`src/inc/msg_cfg.svh`:
```
// Purpose: Constants for the monitor security gate
// Assumes: Bus clock of 25 MHz
// Notes:   Offsets, counts, byte values and serial timing only
`ifndef MSG_CFG_SVH
`define MSG_CFG_SVH
// ==========================================================
// Security locations
`define MSG_SEC_FIRST     16'hFFF6
`define MSG_SEC_LAST      16'hFFFD
`define MSG_SEC_COUNT     4'h8
`define MSG_ERASED_BYTE   8'hFF
`define MSG_INVALID_BYTE  8'h00
// ==========================================================
// Status byte in RAM and its match bit
`define MSG_STATUS_ADDR   16'h0060
`define MSG_STATUS_BIT    6
// ==========================================================
// Serial timing: bus clock and the two monitor rates
`define MSG_CLK_HZ        25000000
`define MSG_BAUD_SLOW     4800
`define MSG_BAUD_FAST     9600
`define MSG_BIT_SLOW      (`MSG_CLK_HZ / `MSG_BAUD_SLOW)
`define MSG_BIT_FAST      (`MSG_CLK_HZ / `MSG_BAUD_FAST)
`define MSG_BREAK_BITS    13
`define MSG_FIFO_DEPTH    8
`endif

```
`src/inc/msg_pkg.sv`:
```
// Purpose: Types for the monitor security gate
// Assumes: Nothing beyond the cfg header
// Notes:   Types only; numbers live in msg_cfg.svh
package msg_pkg;
	// ==========================================================
	// Gate states
	typedef enum logic [2:0] {
		MSG_ST_WAIT  = 3'b000,
		MSG_ST_RECV  = 3'b001,
		MSG_ST_BREAK = 3'b010,
		MSG_ST_DONE  = 3'b011
	} msg_state_t;
	// Flash read request and answer
	typedef struct packed {
		logic        req;
		logic        fetch;
		logic [15:0] addr;
	} msg_flash_req_t;
	typedef struct packed {
		logic       valid;
		logic [7:0] data;
	} msg_flash_rsp_t;
endpackage

```
`src/design/msg_gate.sv`:
```
// Purpose: Monitor-mode security gate with serial receive and break send
// Assumes: 8N1 serial on the monitor pin, idle high; one bus clock
// Notes:   Stored bytes arrive on a flat port from nonvolatile memory
`timescale 1ns/100ps
`include "msg_cfg.svh"

// ==========================================================
// Small synchronous FIFO
module msg_fifo #(
	parameter int WIDTH = 8,
	parameter int DEPTH = 8
) (
	// Clock and reset
	input  wire logic             clk,
	input  wire logic             rst_n,
	// Fill side
	input  wire logic             in_valid,
	output logic                  in_ready,
	input  wire logic [WIDTH-1:0] in_data,
	// Drain side
	output logic                  out_valid,
	input  wire logic             out_ready,
	output logic [WIDTH-1:0]      out_data
);
	localparam int AW = $clog2(DEPTH);
	logic [WIDTH-1:0] mem [DEPTH];
	logic [AW-1:0]    wr_reg;
	logic [AW-1:0]    rd_reg;
	logic [AW:0]      cnt_reg;
	logic             push;
	logic             pop;
	// Honest flags from the fill count
	assign in_ready  = (cnt_reg < (AW+1)'(DEPTH)); // Full at DEPTH words
	assign out_valid = (cnt_reg != '0);
	assign out_data  = mem[rd_reg];
	assign push      = in_valid && in_ready;
	assign pop       = out_valid && out_ready;
	// Storage has no reset to keep it a plain array
	always_ff @(posedge clk) begin
		if (push) begin
			mem[wr_reg] <= in_data;
		end
	end
	// Pointers and count
	always_ff @(posedge clk or negedge rst_n) begin
		if (!rst_n) begin
			wr_reg  <= '0;
			rd_reg  <= '0;
			cnt_reg <= '0;
		end else begin
			if (push) wr_reg <= wr_reg + 1'b1;
			if (pop) rd_reg <= rd_reg + 1'b1;
			cnt_reg <= cnt_reg + (AW+1)'(push) - (AW+1)'(pop);
		end
	end
endmodule // msg_fifo

// What this block does
// RULE1: After power-on into monitor mode, take eight bytes and compare with stored.
// RULE2: All eight equal unlocks flash reads and flash execution.
// RULE3: Unlock lasts until power-on reset; other resets keep it and skip entry.
// RULE4: On mismatch stay in monitor mode but flash reads return an invalid value.
// RULE5: Fetching from flash while locked asks for an illegal-address reset.
// RULE6: Break is sent only after the eighth byte, match or not.
// RULE7: Match sets a readable status bit in RAM; failure leaves it clear.
// RULE8: Host retries only by power-on reset; other resets do not re-arm.
// RULE9: Bulk erase sets all eight stored security bytes to all ones.
// RULE10: User should program the eight locations rather than leave them erased.
// RULE11: Baud select high at reset gives the lower rate, low gives double.
// RULE12: Bytes compare in arrival order with ascending locations; one miss fails all.
// RULE13: Lock decision loads once at eighth byte; cleared only by power-on reset.
module msg_gate #(parameter int BIT_SCALE = 1) ( // Above 1 only shortens bit times
	// Clock and resets
	input  wire logic                 clk,
	input  wire logic                 rst_n,
	input  wire logic                 por_n,
	input  wire logic                 monitor_mode,
	// Monitor serial pin (open drain style)
	input  wire logic                 monitor_serial_pin_in,
	output logic                      monitor_serial_pin_out,
	output logic                      monitor_serial_pin_oe,
	input  wire logic                 baud_select_pin,
	// Stored security bytes, lowest address in the low byte
	input  wire logic [63:0]          stored_bytes,
	input  wire logic                 bulk_erase,
	// Flash access from the core
	input  wire msg_pkg::msg_flash_req_t flash_req,
	input  wire logic [7:0]           flash_rdata,
	output msg_pkg::msg_flash_rsp_t   flash_rsp,
	// Results
	output logic                      unlocked,
	output logic                      illegal_addr_reset,
	output logic [7:0]                status_byte,
	output logic                      gate_ready
);
	// ==========================================================
	// Reset release and pin synchronisers
	logic [1:0] rst_sync;
	logic       srst_n;
	logic [1:0] por_sync;
	logic       spor_n;
	logic [1:0] rx_sync;
	logic [1:0] bsel_sync;
	always_ff @(posedge clk or negedge rst_n) begin
		if (!rst_n) rst_sync <= 2'b00;
		else rst_sync <= {rst_sync[0], 1'b1};
	end
	assign srst_n = rst_sync[1];
	always_ff @(posedge clk or negedge por_n) begin
		if (!por_n) por_sync <= 2'b00;
		else por_sync <= {por_sync[0], 1'b1};
	end
	assign spor_n = por_sync[1];
	always_ff @(posedge clk or negedge srst_n) begin
		if (!srst_n) rx_sync <= 2'b11;
		else rx_sync <= {rx_sync[0], monitor_serial_pin_in};
	end
	// Strap chain runs through reset, so it is settled when the strap is caught
	always_ff @(posedge clk) begin
		bsel_sync <= {bsel_sync[0], baud_select_pin};
	end

	// ==========================================================
	// Baud select strap caught at reset release
	logic        strap_done_reg;
	logic        slow_reg;
	logic [12:0] bit_len;
	always_ff @(posedge clk or negedge srst_n) begin
		if (!srst_n) begin
			strap_done_reg <= 1'b0;
			slow_reg       <= 1'b1;
		end else if (!strap_done_reg) begin
			strap_done_reg <= 1'b1;
			slow_reg       <= bsel_sync[1]; // [RULE11]
		end
	end
	assign bit_len = slow_reg ? 13'(`MSG_BIT_SLOW / BIT_SCALE) : 13'(`MSG_BIT_FAST / BIT_SCALE); // [RULE11]

	// ==========================================================
	// Serial receiver, 8N1, samples mid bit
	logic [12:0] rx_cnt_reg;
	logic [3:0]  rx_bit_reg;
	logic        rx_busy_reg;
	logic [7:0]  rx_shift_reg;
	logic        rx_valid_reg;
	logic        rx_ready;
	logic        q_valid;
	logic [7:0]  q_data;
	logic        q_take;
	always_ff @(posedge clk or negedge srst_n) begin
		if (!srst_n) begin
			rx_cnt_reg   <= '0;
			rx_bit_reg   <= '0;
			rx_busy_reg  <= 1'b0;
			rx_shift_reg <= '0;
			rx_valid_reg <= 1'b0;
		end else begin
			if (rx_valid_reg && rx_ready) rx_valid_reg <= 1'b0;
			if (!rx_busy_reg) begin
				if (!rx_sync[1]) begin
					rx_busy_reg <= 1'b1;
					rx_cnt_reg  <= bit_len >> 1;
					rx_bit_reg  <= '0;
				end
			end else if (rx_cnt_reg != '0) begin
				rx_cnt_reg <= rx_cnt_reg - 1'b1;
			end else begin
				rx_cnt_reg <= bit_len - 1'b1;
				rx_bit_reg <= rx_bit_reg + 1'b1;
				if (rx_bit_reg == 4'd0 && rx_sync[1]) begin
					rx_busy_reg <= 1'b0; // False start
				end else if (rx_bit_reg >= 4'd1 && rx_bit_reg <= 4'd8) begin
					rx_shift_reg <= {rx_sync[1], rx_shift_reg[7:1]};
				end else if (rx_bit_reg == 4'd9) begin
					rx_busy_reg <= 1'b0;
					// A frame arriving while the FIFO is full shifts over the waiting byte; no second valid is raised
					if (rx_sync[1] && !rx_valid_reg) rx_valid_reg <= 1'b1;
				end
			end
		end
	end

	// Bytes wait here while the comparator is busy
	msg_fifo #(.WIDTH(8), .DEPTH(`MSG_FIFO_DEPTH)) u_fifo (
		.clk       (clk),
		.rst_n     (srst_n),
		.in_valid  (rx_valid_reg),
		.in_ready  (rx_ready),
		.in_data   (rx_shift_reg),
		.out_valid (q_valid),
		.out_ready (q_take),
		.out_data  (q_data)
	);

	// ==========================================================
	// Entry sequence state machine
	msg_pkg::msg_state_t st_reg;
	logic [3:0]  idx_reg;
	logic        miss_reg;
	logic [12:0] brk_cnt_reg;
	logic [3:0]  brk_bits_reg;
	logic [7:0]  stored_now;
	logic [63:0] stored_eff;
	logic        armed_done_reg; // Decision made; cleared by power-on only
	// Erased locations read as all ones
	assign stored_eff = bulk_erase ? {8{`MSG_ERASED_BYTE}} : stored_bytes; // [RULE9]
	assign stored_now = stored_eff[idx_reg[2:0]*8 +: 8]; // [RULE12]
	assign q_take     = (st_reg == msg_pkg::MSG_ST_RECV) && q_valid;
	always_ff @(posedge clk or negedge srst_n) begin
		if (!srst_n) begin
			st_reg       <= msg_pkg::MSG_ST_WAIT;
			idx_reg      <= '0;
			miss_reg     <= 1'b0;
			brk_cnt_reg  <= '0;
			brk_bits_reg <= '0;
		end else begin
			case (st_reg)
				msg_pkg::MSG_ST_WAIT: begin
					// Only a fresh power-on arms the check [RULE1] [RULE3]
					if (monitor_mode && !armed_done_reg && strap_done_reg)
						st_reg <= msg_pkg::MSG_ST_RECV;
					else if (armed_done_reg)
						st_reg <= msg_pkg::MSG_ST_DONE;
				end
				msg_pkg::MSG_ST_RECV: begin
					if (q_valid) begin
						if (q_data != stored_now) miss_reg <= 1'b1; // [RULE12]
						idx_reg <= idx_reg + 1'b1;
						if (idx_reg == `MSG_SEC_COUNT - 4'h1) begin
							st_reg      <= msg_pkg::MSG_ST_BREAK; // [RULE6]
							brk_cnt_reg <= bit_len - 1'b1;
						end
					end
				end
				msg_pkg::MSG_ST_BREAK: begin
					if (brk_cnt_reg != '0) begin
						brk_cnt_reg <= brk_cnt_reg - 1'b1;
					end else begin
						brk_cnt_reg  <= bit_len - 1'b1;
						brk_bits_reg <= brk_bits_reg + 1'b1;
						if (brk_bits_reg == 4'(`MSG_BREAK_BITS - 1))
							st_reg <= msg_pkg::MSG_ST_DONE;
					end
				end
				msg_pkg::MSG_ST_DONE: st_reg <= msg_pkg::MSG_ST_DONE;
				default: st_reg <= msg_pkg::MSG_ST_WAIT;
			endcase
		end
	end

	// ==========================================================
	// Lock decision, held across all but power-on reset
	logic unlock_reg;
	logic last_byte;
	assign last_byte = q_take && (idx_reg == `MSG_SEC_COUNT - 4'h1);
	always_ff @(posedge clk or negedge spor_n) begin
		if (!spor_n) begin
			unlock_reg     <= 1'b0; // [RULE13]
			armed_done_reg <= 1'b0;
		end else if (last_byte && !armed_done_reg) begin
			// Loaded once; a later plain reset cannot rerun it [RULE3] [RULE8] [RULE13]
			unlock_reg     <= !miss_reg && (q_data == stored_now); // [RULE2]
			armed_done_reg <= 1'b1;
		end
	end

	// ==========================================================
	// Outputs: serial drive, flash answer, status
	always_ff @(posedge clk or negedge srst_n) begin
		if (!srst_n) begin
			monitor_serial_pin_out <= 1'b1;
			monitor_serial_pin_oe  <= 1'b0;
			flash_rsp              <= '0;
			unlocked               <= 1'b0;
			illegal_addr_reset     <= 1'b0;
			status_byte            <= '0;
			gate_ready             <= 1'b0;
		end else begin
			// Break holds the line low, driven only in that state [RULE6]
			monitor_serial_pin_out <= (st_reg != msg_pkg::MSG_ST_BREAK);
			monitor_serial_pin_oe  <= (st_reg == msg_pkg::MSG_ST_BREAK);
			flash_rsp.valid        <= flash_req.req && !flash_req.fetch;
			flash_rsp.data         <= unlock_reg ? flash_rdata : `MSG_INVALID_BYTE; // [RULE2] [RULE4]
			illegal_addr_reset     <= flash_req.req && flash_req.fetch && !unlock_reg; // [RULE5]
			unlocked               <= unlock_reg;
			status_byte            <= 8'(unlock_reg) << `MSG_STATUS_BIT; // [RULE7]
			gate_ready             <= (st_reg == msg_pkg::MSG_ST_DONE);
		end
	end
endmodule // msg_gate

```
`config.mk`:
```
export PLATFORM = sky130hd
export DESIGN_NAME = msg_gate
export DESIGN_NICKNAME = d
export VERILOG_FILES = /design/src/inc/msg_pkg.sv /design/src/design/msg_gate.sv
export VERILOG_INCLUDE_DIRS = /design/src /design/src/inc
export SDC_FILE = /design/constraint.sdc
export NUM_CORES = 1
export LEC_CHECK = 0
export BUFFER_PORTS_ARGS = -buffer_cell sky130_fd_sc_hd__buf_2
export CAP_MARGIN = 0
export CELL_PAD_IN_SITES_DETAIL_PLACEMENT = 0
export CELL_PAD_IN_SITES_GLOBAL_PLACEMENT = 1
export CORE_MARGIN = 4
export CORE_UTILIZATION = 49
export DETAILED_ROUTE_END_ITERATION = 7
export PLACE_DENSITY = 0.87
export SLEW_MARGIN = 25
export SYNTH_ARGS = -nofsm -noshare
export SYNTH_HDL_FRONTEND = slang
export SYNTH_SLANG_ARGS = --single-unit
```
`constraint.sdc`:
```
create_clock -name clk -period 3.98 [get_ports clk]
set_input_delay 0 -clock clk [delete_from_list [all_inputs] [get_ports clk]]
set_output_delay 0 -clock clk [all_outputs]
set_load 0.005 [all_outputs]
```
After elaboration in Yosys (flattened, before gate mapping)
Memories as Yosys holds them, arrays and structs flattened.
Cells that the tools add are included.
{ "word_totals": {"regBits": 88, "wordCells": 129, "output_inout_bits": 22, "n_memories": 1, "ram_bits": 64} }
{ "mem_list": {"columns": ["memory", "depth", "word_bits", "read_ports", "rd_clocked_by_memory_dff", "write_ports", "line_no", "text"], "rows": [
  ["u_fifo.mem", 8, 8, 1, 0, 1, "msg_gate.sv:26", "logic [WIDTH-1:0] mem [DEPTH];"]
]} }
{ "op_classes": {"magnitude_cmp": 3, "shift": 1, "add_sub_neg": 10, "muxes": 35, "eq_ne": 16, "reduce_logical": 32, "bitwise": 3} }
{ "op_table": {"columns": ["cell", "n"], "rows": [
  ["$mux W13", 7],
  ["$mux W64", 1],
  ["$shiftx A64 B7 Y8", 1],
  ["$sub A13 B1 Y13 const B", 3],
  ["$pmux W13 S2", 1],
  ["$reduce_bool A13 Y1", 2],
  ["$mux W3", 6],
  ["$mux W1", 15],
  ["$logic_and A1 B1 Y1", 14],
  ["$add A4 B1 Y4 const B", 3],
  ["$mux W4", 3],
  ["$pmux W3 S4", 1],
  ["$eq A4 B4 Y1 const B", 2],
  ["$eq A8 B8 Y1", 1],
  ["$mux W8", 1],
  ["$ne A2 B2 Y1 const B", 4],
  ["$ne A8 B8 Y1", 1],
  ["$add A3 B1 Y3 const B", 2],
  ["$eq A3 B2 Y1 const B", 2],
  ["$reduce_and A2 Y1", 3],
  ["$reduce_and A3 Y1", 2],
  ["$logic_not A1 Y1", 5],
  ["$reduce_and A5 Y1", 1],
  ["$add A4 B1 Y4", 1],
  ["15 further kinds", 18]
]} }

Depth between registers and ports, before layout
{ "logic_depth": {"ltp_word": 9, "depth_mapped": 10, "ltp_nobuf": 10} }

Modules after synthesis
From an unflattened synthesis, not the netlist that was laid out.
{ "hier_totals": {"cells_unflattened": 579, "area_unflattened_um2": 7320.8} }
{ "modules_own_cells": {"columns": ["module", "cells_each", "seq_area_each_um2", "area_each_um2", "instances"], "rows": [
  ["msg_gate", 433, 1921.8, 4286.6, 1],
  ["msg_fifo", 146, 2172.1, 3034.2, 1]
]} }

Worst setup path before layout
No wires, ideal clock.
{ "synth_path": {"path_type": "flip-flop to flip-flop", "start": "reg idx_reg[1]", "end": "reg unlock_reg", "stages_incl_launch_ff": 9, "setup_time_ps": 66, "required_ps": 3914, "arrival_time_ps": 2359, "slack_ps": 1555, "cell_sequence": "dfrtp_1 > buf_6 > buf_2 > mux4_2 > mux2_2 > a2111oi_1 > nor3_1 > nor4_2 > a22o_1"} }
{ "synth_via": {"elab_chain_len": 3, "elab_cells_between_ends": 6, "classes_between": "eq/ne: 2; shift: 1; reduce/logical: 3"} }
{ "synth_lines": {"columns": ["element", "line_no", "text"], "rows": [
  ["start: declaration", "msg_gate.sv:198", "logic [3:0] idx_reg;"],
  ["start signal: assignment", "msg_gate.sv:228", "idx_reg <= idx_reg + 1'b1;"],
  ["$shiftx A64 B7 Y8 / $eq A4 B3 Y1 (equally long branches)", "msg_gate.sv:207, msg_gate.sv:255", null],
  ["$eq A8 B8 Y1 / $logic_and A1 B1 Y1 (equally long branches)", "msg_gate.sv:262, msg_gate.sv:255", null],
  ["$logic_and A1 B1 Y1, on equally long branches", "msg_gate.sv:262, msg_gate.sv:260", null],
  ["end signal: assignment", "msg_gate.sv:262", "unlock_reg <= !miss_reg && (q_data == stored_now);"],
  ["end: declaration", "msg_gate.sv:253", "logic unlock_reg;"]
]} }
Parallel ways exist; a longest one is shown, timed or not.
A chain may end at the register's enable or synchronous reset.

Final worst setup path
Same ends and word-level chain as after synthesis.

==> out/results.ini <==
[route]
num_vias = 5201
drtIter0Drc = 297
met3_length_um = 778
remaining_drc_errors = 0
postRouteAntennaNets = 0
drt-total-wl_mm = 15.7
met2WireLength_mm = 8.07
viasPerCell = 5.68
wl_met1_mm = 6.49
drt-pass1-iter-count = 7
wl_per_cell_um = 17.2
top_layer = met4

[floorplanning]
core_um2 = 14500
io_pins = 119
initial_utilization_pct = 50.2
die-height_um = 130
rows = 44
dieWidth_um = 130
die-area_um2 = 16900

[clock_tree]
htreeDepth = 4
cts_tree = done
clockBufferDepth = 2
cts_setup_buffers = 0
numCtsBuffers = 17
cts.sinks = 151
clkLatencyLatePin_ps = 420
cts.clk_slew.worst_paths_ps = 60
cts_root_buf = clkbuf_16

[power_and_ir_drop]
peakVddDrop_v = 0.000344
cellPowerDensity_nw_per_um2 = 425
p_leak_nw = 3.58

[place]
io_buffers = 95
placed_cell_area_um2 = 7890
pre_cts_ws_ps = 620
hpwlAfterDp_mm = 10.7
finalWeightedCongestion = 0.818

[timing]
slew_viol_final = 0
hold_violations = 0
slew_headroom_pct = 38.2
finClkSkew_ps = 12.9
period_share_pct = 83.8
clock.fmax_mhz = 300
hold_ws_ps = 28.1
min_period_ps = 3330
worst_slew_pin_slew_ps = 927
tns_ps = 0
setup_violations = 0
rsz0062_at_grt = no
setup_slack_ps = 645

[job]
max-cap-violations = 0

[finish]
largest_register_ffs = 64
fin_nets = 833
fillers = 1142
layout-drive-gt1-share_pct = 24.1
final_cell_area_um2 = 8720
antenna-diode-count = 0
area_delta_synth_final_pct = 19.6

[yosys]
ys_seq_area_share_pct = 56.1
synth-seq-cells = 151
synth_edf_count = 64
synth-xor-area-share_pct = 1.80
post-synth-top-count-cell = dfrtp_1
synth_top_family_by_area = simple AND/OR/NAND/NOR gates
synth.top_cell.area_share_pct = 27.8
syn-instance-count = 608
synthArstFlopShare_pct = 56.3
syn-mean-instance-area_um2 = 12.0
ys_top_cells_by_area = dfrtp_1 28%, edfxtp_1 26%, mux4_2 4.9%, mux2i_1 4.5%, mux2_2 3.2%
yosys_warnings = 0
post_synth_and_or_nand_nor_area_fraction_pct = 13.6
synth_mux_area_share_pct = 12.7
synthAdderAreaFrac_pct = 3.19
synth_cell_types = 57
netlist_area_um2 = 7290
synth-main-ff-cell = dfrtp_1
synth_top_area_cell = dfrtp_1
synth.top_cells.by_count = 81 x dfrtp_1, 64 x edfxtp_1, 62 x nand2_1, 33 x mux2i_1, 32 x nor2_1
synth_compound_area_share_pct = 9.14

[grt]
antenna_found_initial = 0
grt_pass1_vias = 5229
grt_pass1_wl_mm = 24.9
grt_max_degree = 80
gr-total-overflow = 0
grt_util_all_layers_pct = 18.8

[setup_path]
path_class = reg2reg
critPathCaptureType = register
arrival_ps = 3700
required_ps = 4340
critPathMaxFanout = 15
crit_path_start_kind = register

[worst_hold_path]
hold_path.class = reg2async

[run_status]
status = complete, no violations

[final cells by class]
class	instances	area [um^2]	area share, %
flip-flops and latches	151	4100	47.0
repair buffers	117	698	8.01
well taps	184	230	2.64
inverters	18	67.6	0.775
clock inverters	14	198	2.27
clock buffers	18	429	4.92
multi-input cells	413	3000	34.4
[repair_timing]
action / CTS / global route
hold endpoints to repair: 17 / 0
hold buffers: 18 / 0
resized for setup: 0 / 0
[per-layer routing]
layer  vias up  global-route usage [%]
met2       149                    31.7
li1       2456                       -
met1      2567                    23.1
met4         0                    8.74
met3        29                    4.26
met5         -                       0
[critical path, cell delays in order, from the launching register on]
cell,delay (ps)
dfrtp_1,890
mux4_2,590
mux2_2,310
a31o_1,220
a2111oi_0,520
nor3_1,150
nor4_2,400
a22o_1,180
[report_power, final]
part	leakage, nW	switching (mW)	internal, mW	total, mW
clock network	0.301	0.639	1.05	1.69
registers	1.68	0.0849	1.68	1.76
logic	1.60	0.117	0.137	0.254
[worst paths after layout]
| check | slack [ps] | end | depth (start not counted) | startpoint |
|---|---|---|---|---|
| max | 650 | unlock_reg$_DFFE_PN0P_ | 7 | idx_reg[1]$_DFFE_PN0P_ |
| min | 30 | armed_done_reg$_DFFE_PN0P_ | 0 | por_sync[1]$_DFF_PN0_ |
| min reg2reg | 30 | armed_done_reg$_DFFE_PN0P_ | 0 | por_sync[1]$_DFF_PN0_ |
| min in group clk | 210 | bsel_sync[0]$_DFF_P_ | 2 | baud_select_pin |
| max reg2reg | 650 | unlock_reg$_DFFE_PN0P_ | 7 | idx_reg[1]$_DFFE_PN0P_ |
| max in group asynchronous | 2980 | monitor_serial_pin_out$_DFF_PN1_ | 1 | rst_sync[1]$_DFF_PN0_ |
[placed cells by master (no fill, tap or decap), types with 5 or more instances in the layout]
master	count
nor2_1	32
inv_1	18
mux4_2	16
nand2_1	62
a31oi_1	6
o21ai_0	19
ha_1	17
edfxtp_1	64
nor3_1	17
conb_1	10
clkbuf_16	17
dlygate4sd3_1	18
nor2b_1	7
a21oi_1	30
nor3b_1	6
nand4_1	11
nand2b_1	10
a22oi_1	11
nand3_1	12
mux2_2	21
o22ai_1	6
and2_1	13
and3_1	7
mux2i_1	33
dfrtp_1	80
xor2_1	5
or3_1	7
xnor2_1	10
buf_2	95
[stage by stage]
| step | power [mW] | util (%) | instances |
|---|---|---|---|
| 5_1_grt | 3.85 | 60.0 | 915 |
| 3_3_place_gp | 2.01 | 54.2 | 864 |
| 2_1_floorplan | 1.94 | - | 616 |
| 6_report | 3.71 | 60.0 | 915 |
| 3_5_place_dp | 2.02 | 54.3 | 864 |
| 4_1_cts | 3.73 | 59.9 | 914 |
[kinds of logic (layout without fill, tap and decap cells)]
group / after synthesis / after routing
buf+inv: 52 / 167
mux: 70 / 70
fa+ha+maj: 18 / 18
simple gates: 197 / 197
compound gates: 103 / 103
other cells: 2 / 10
flops: 151 / 151
xor+xnor: 15 / 15
(Power assumes the default switching activity.)
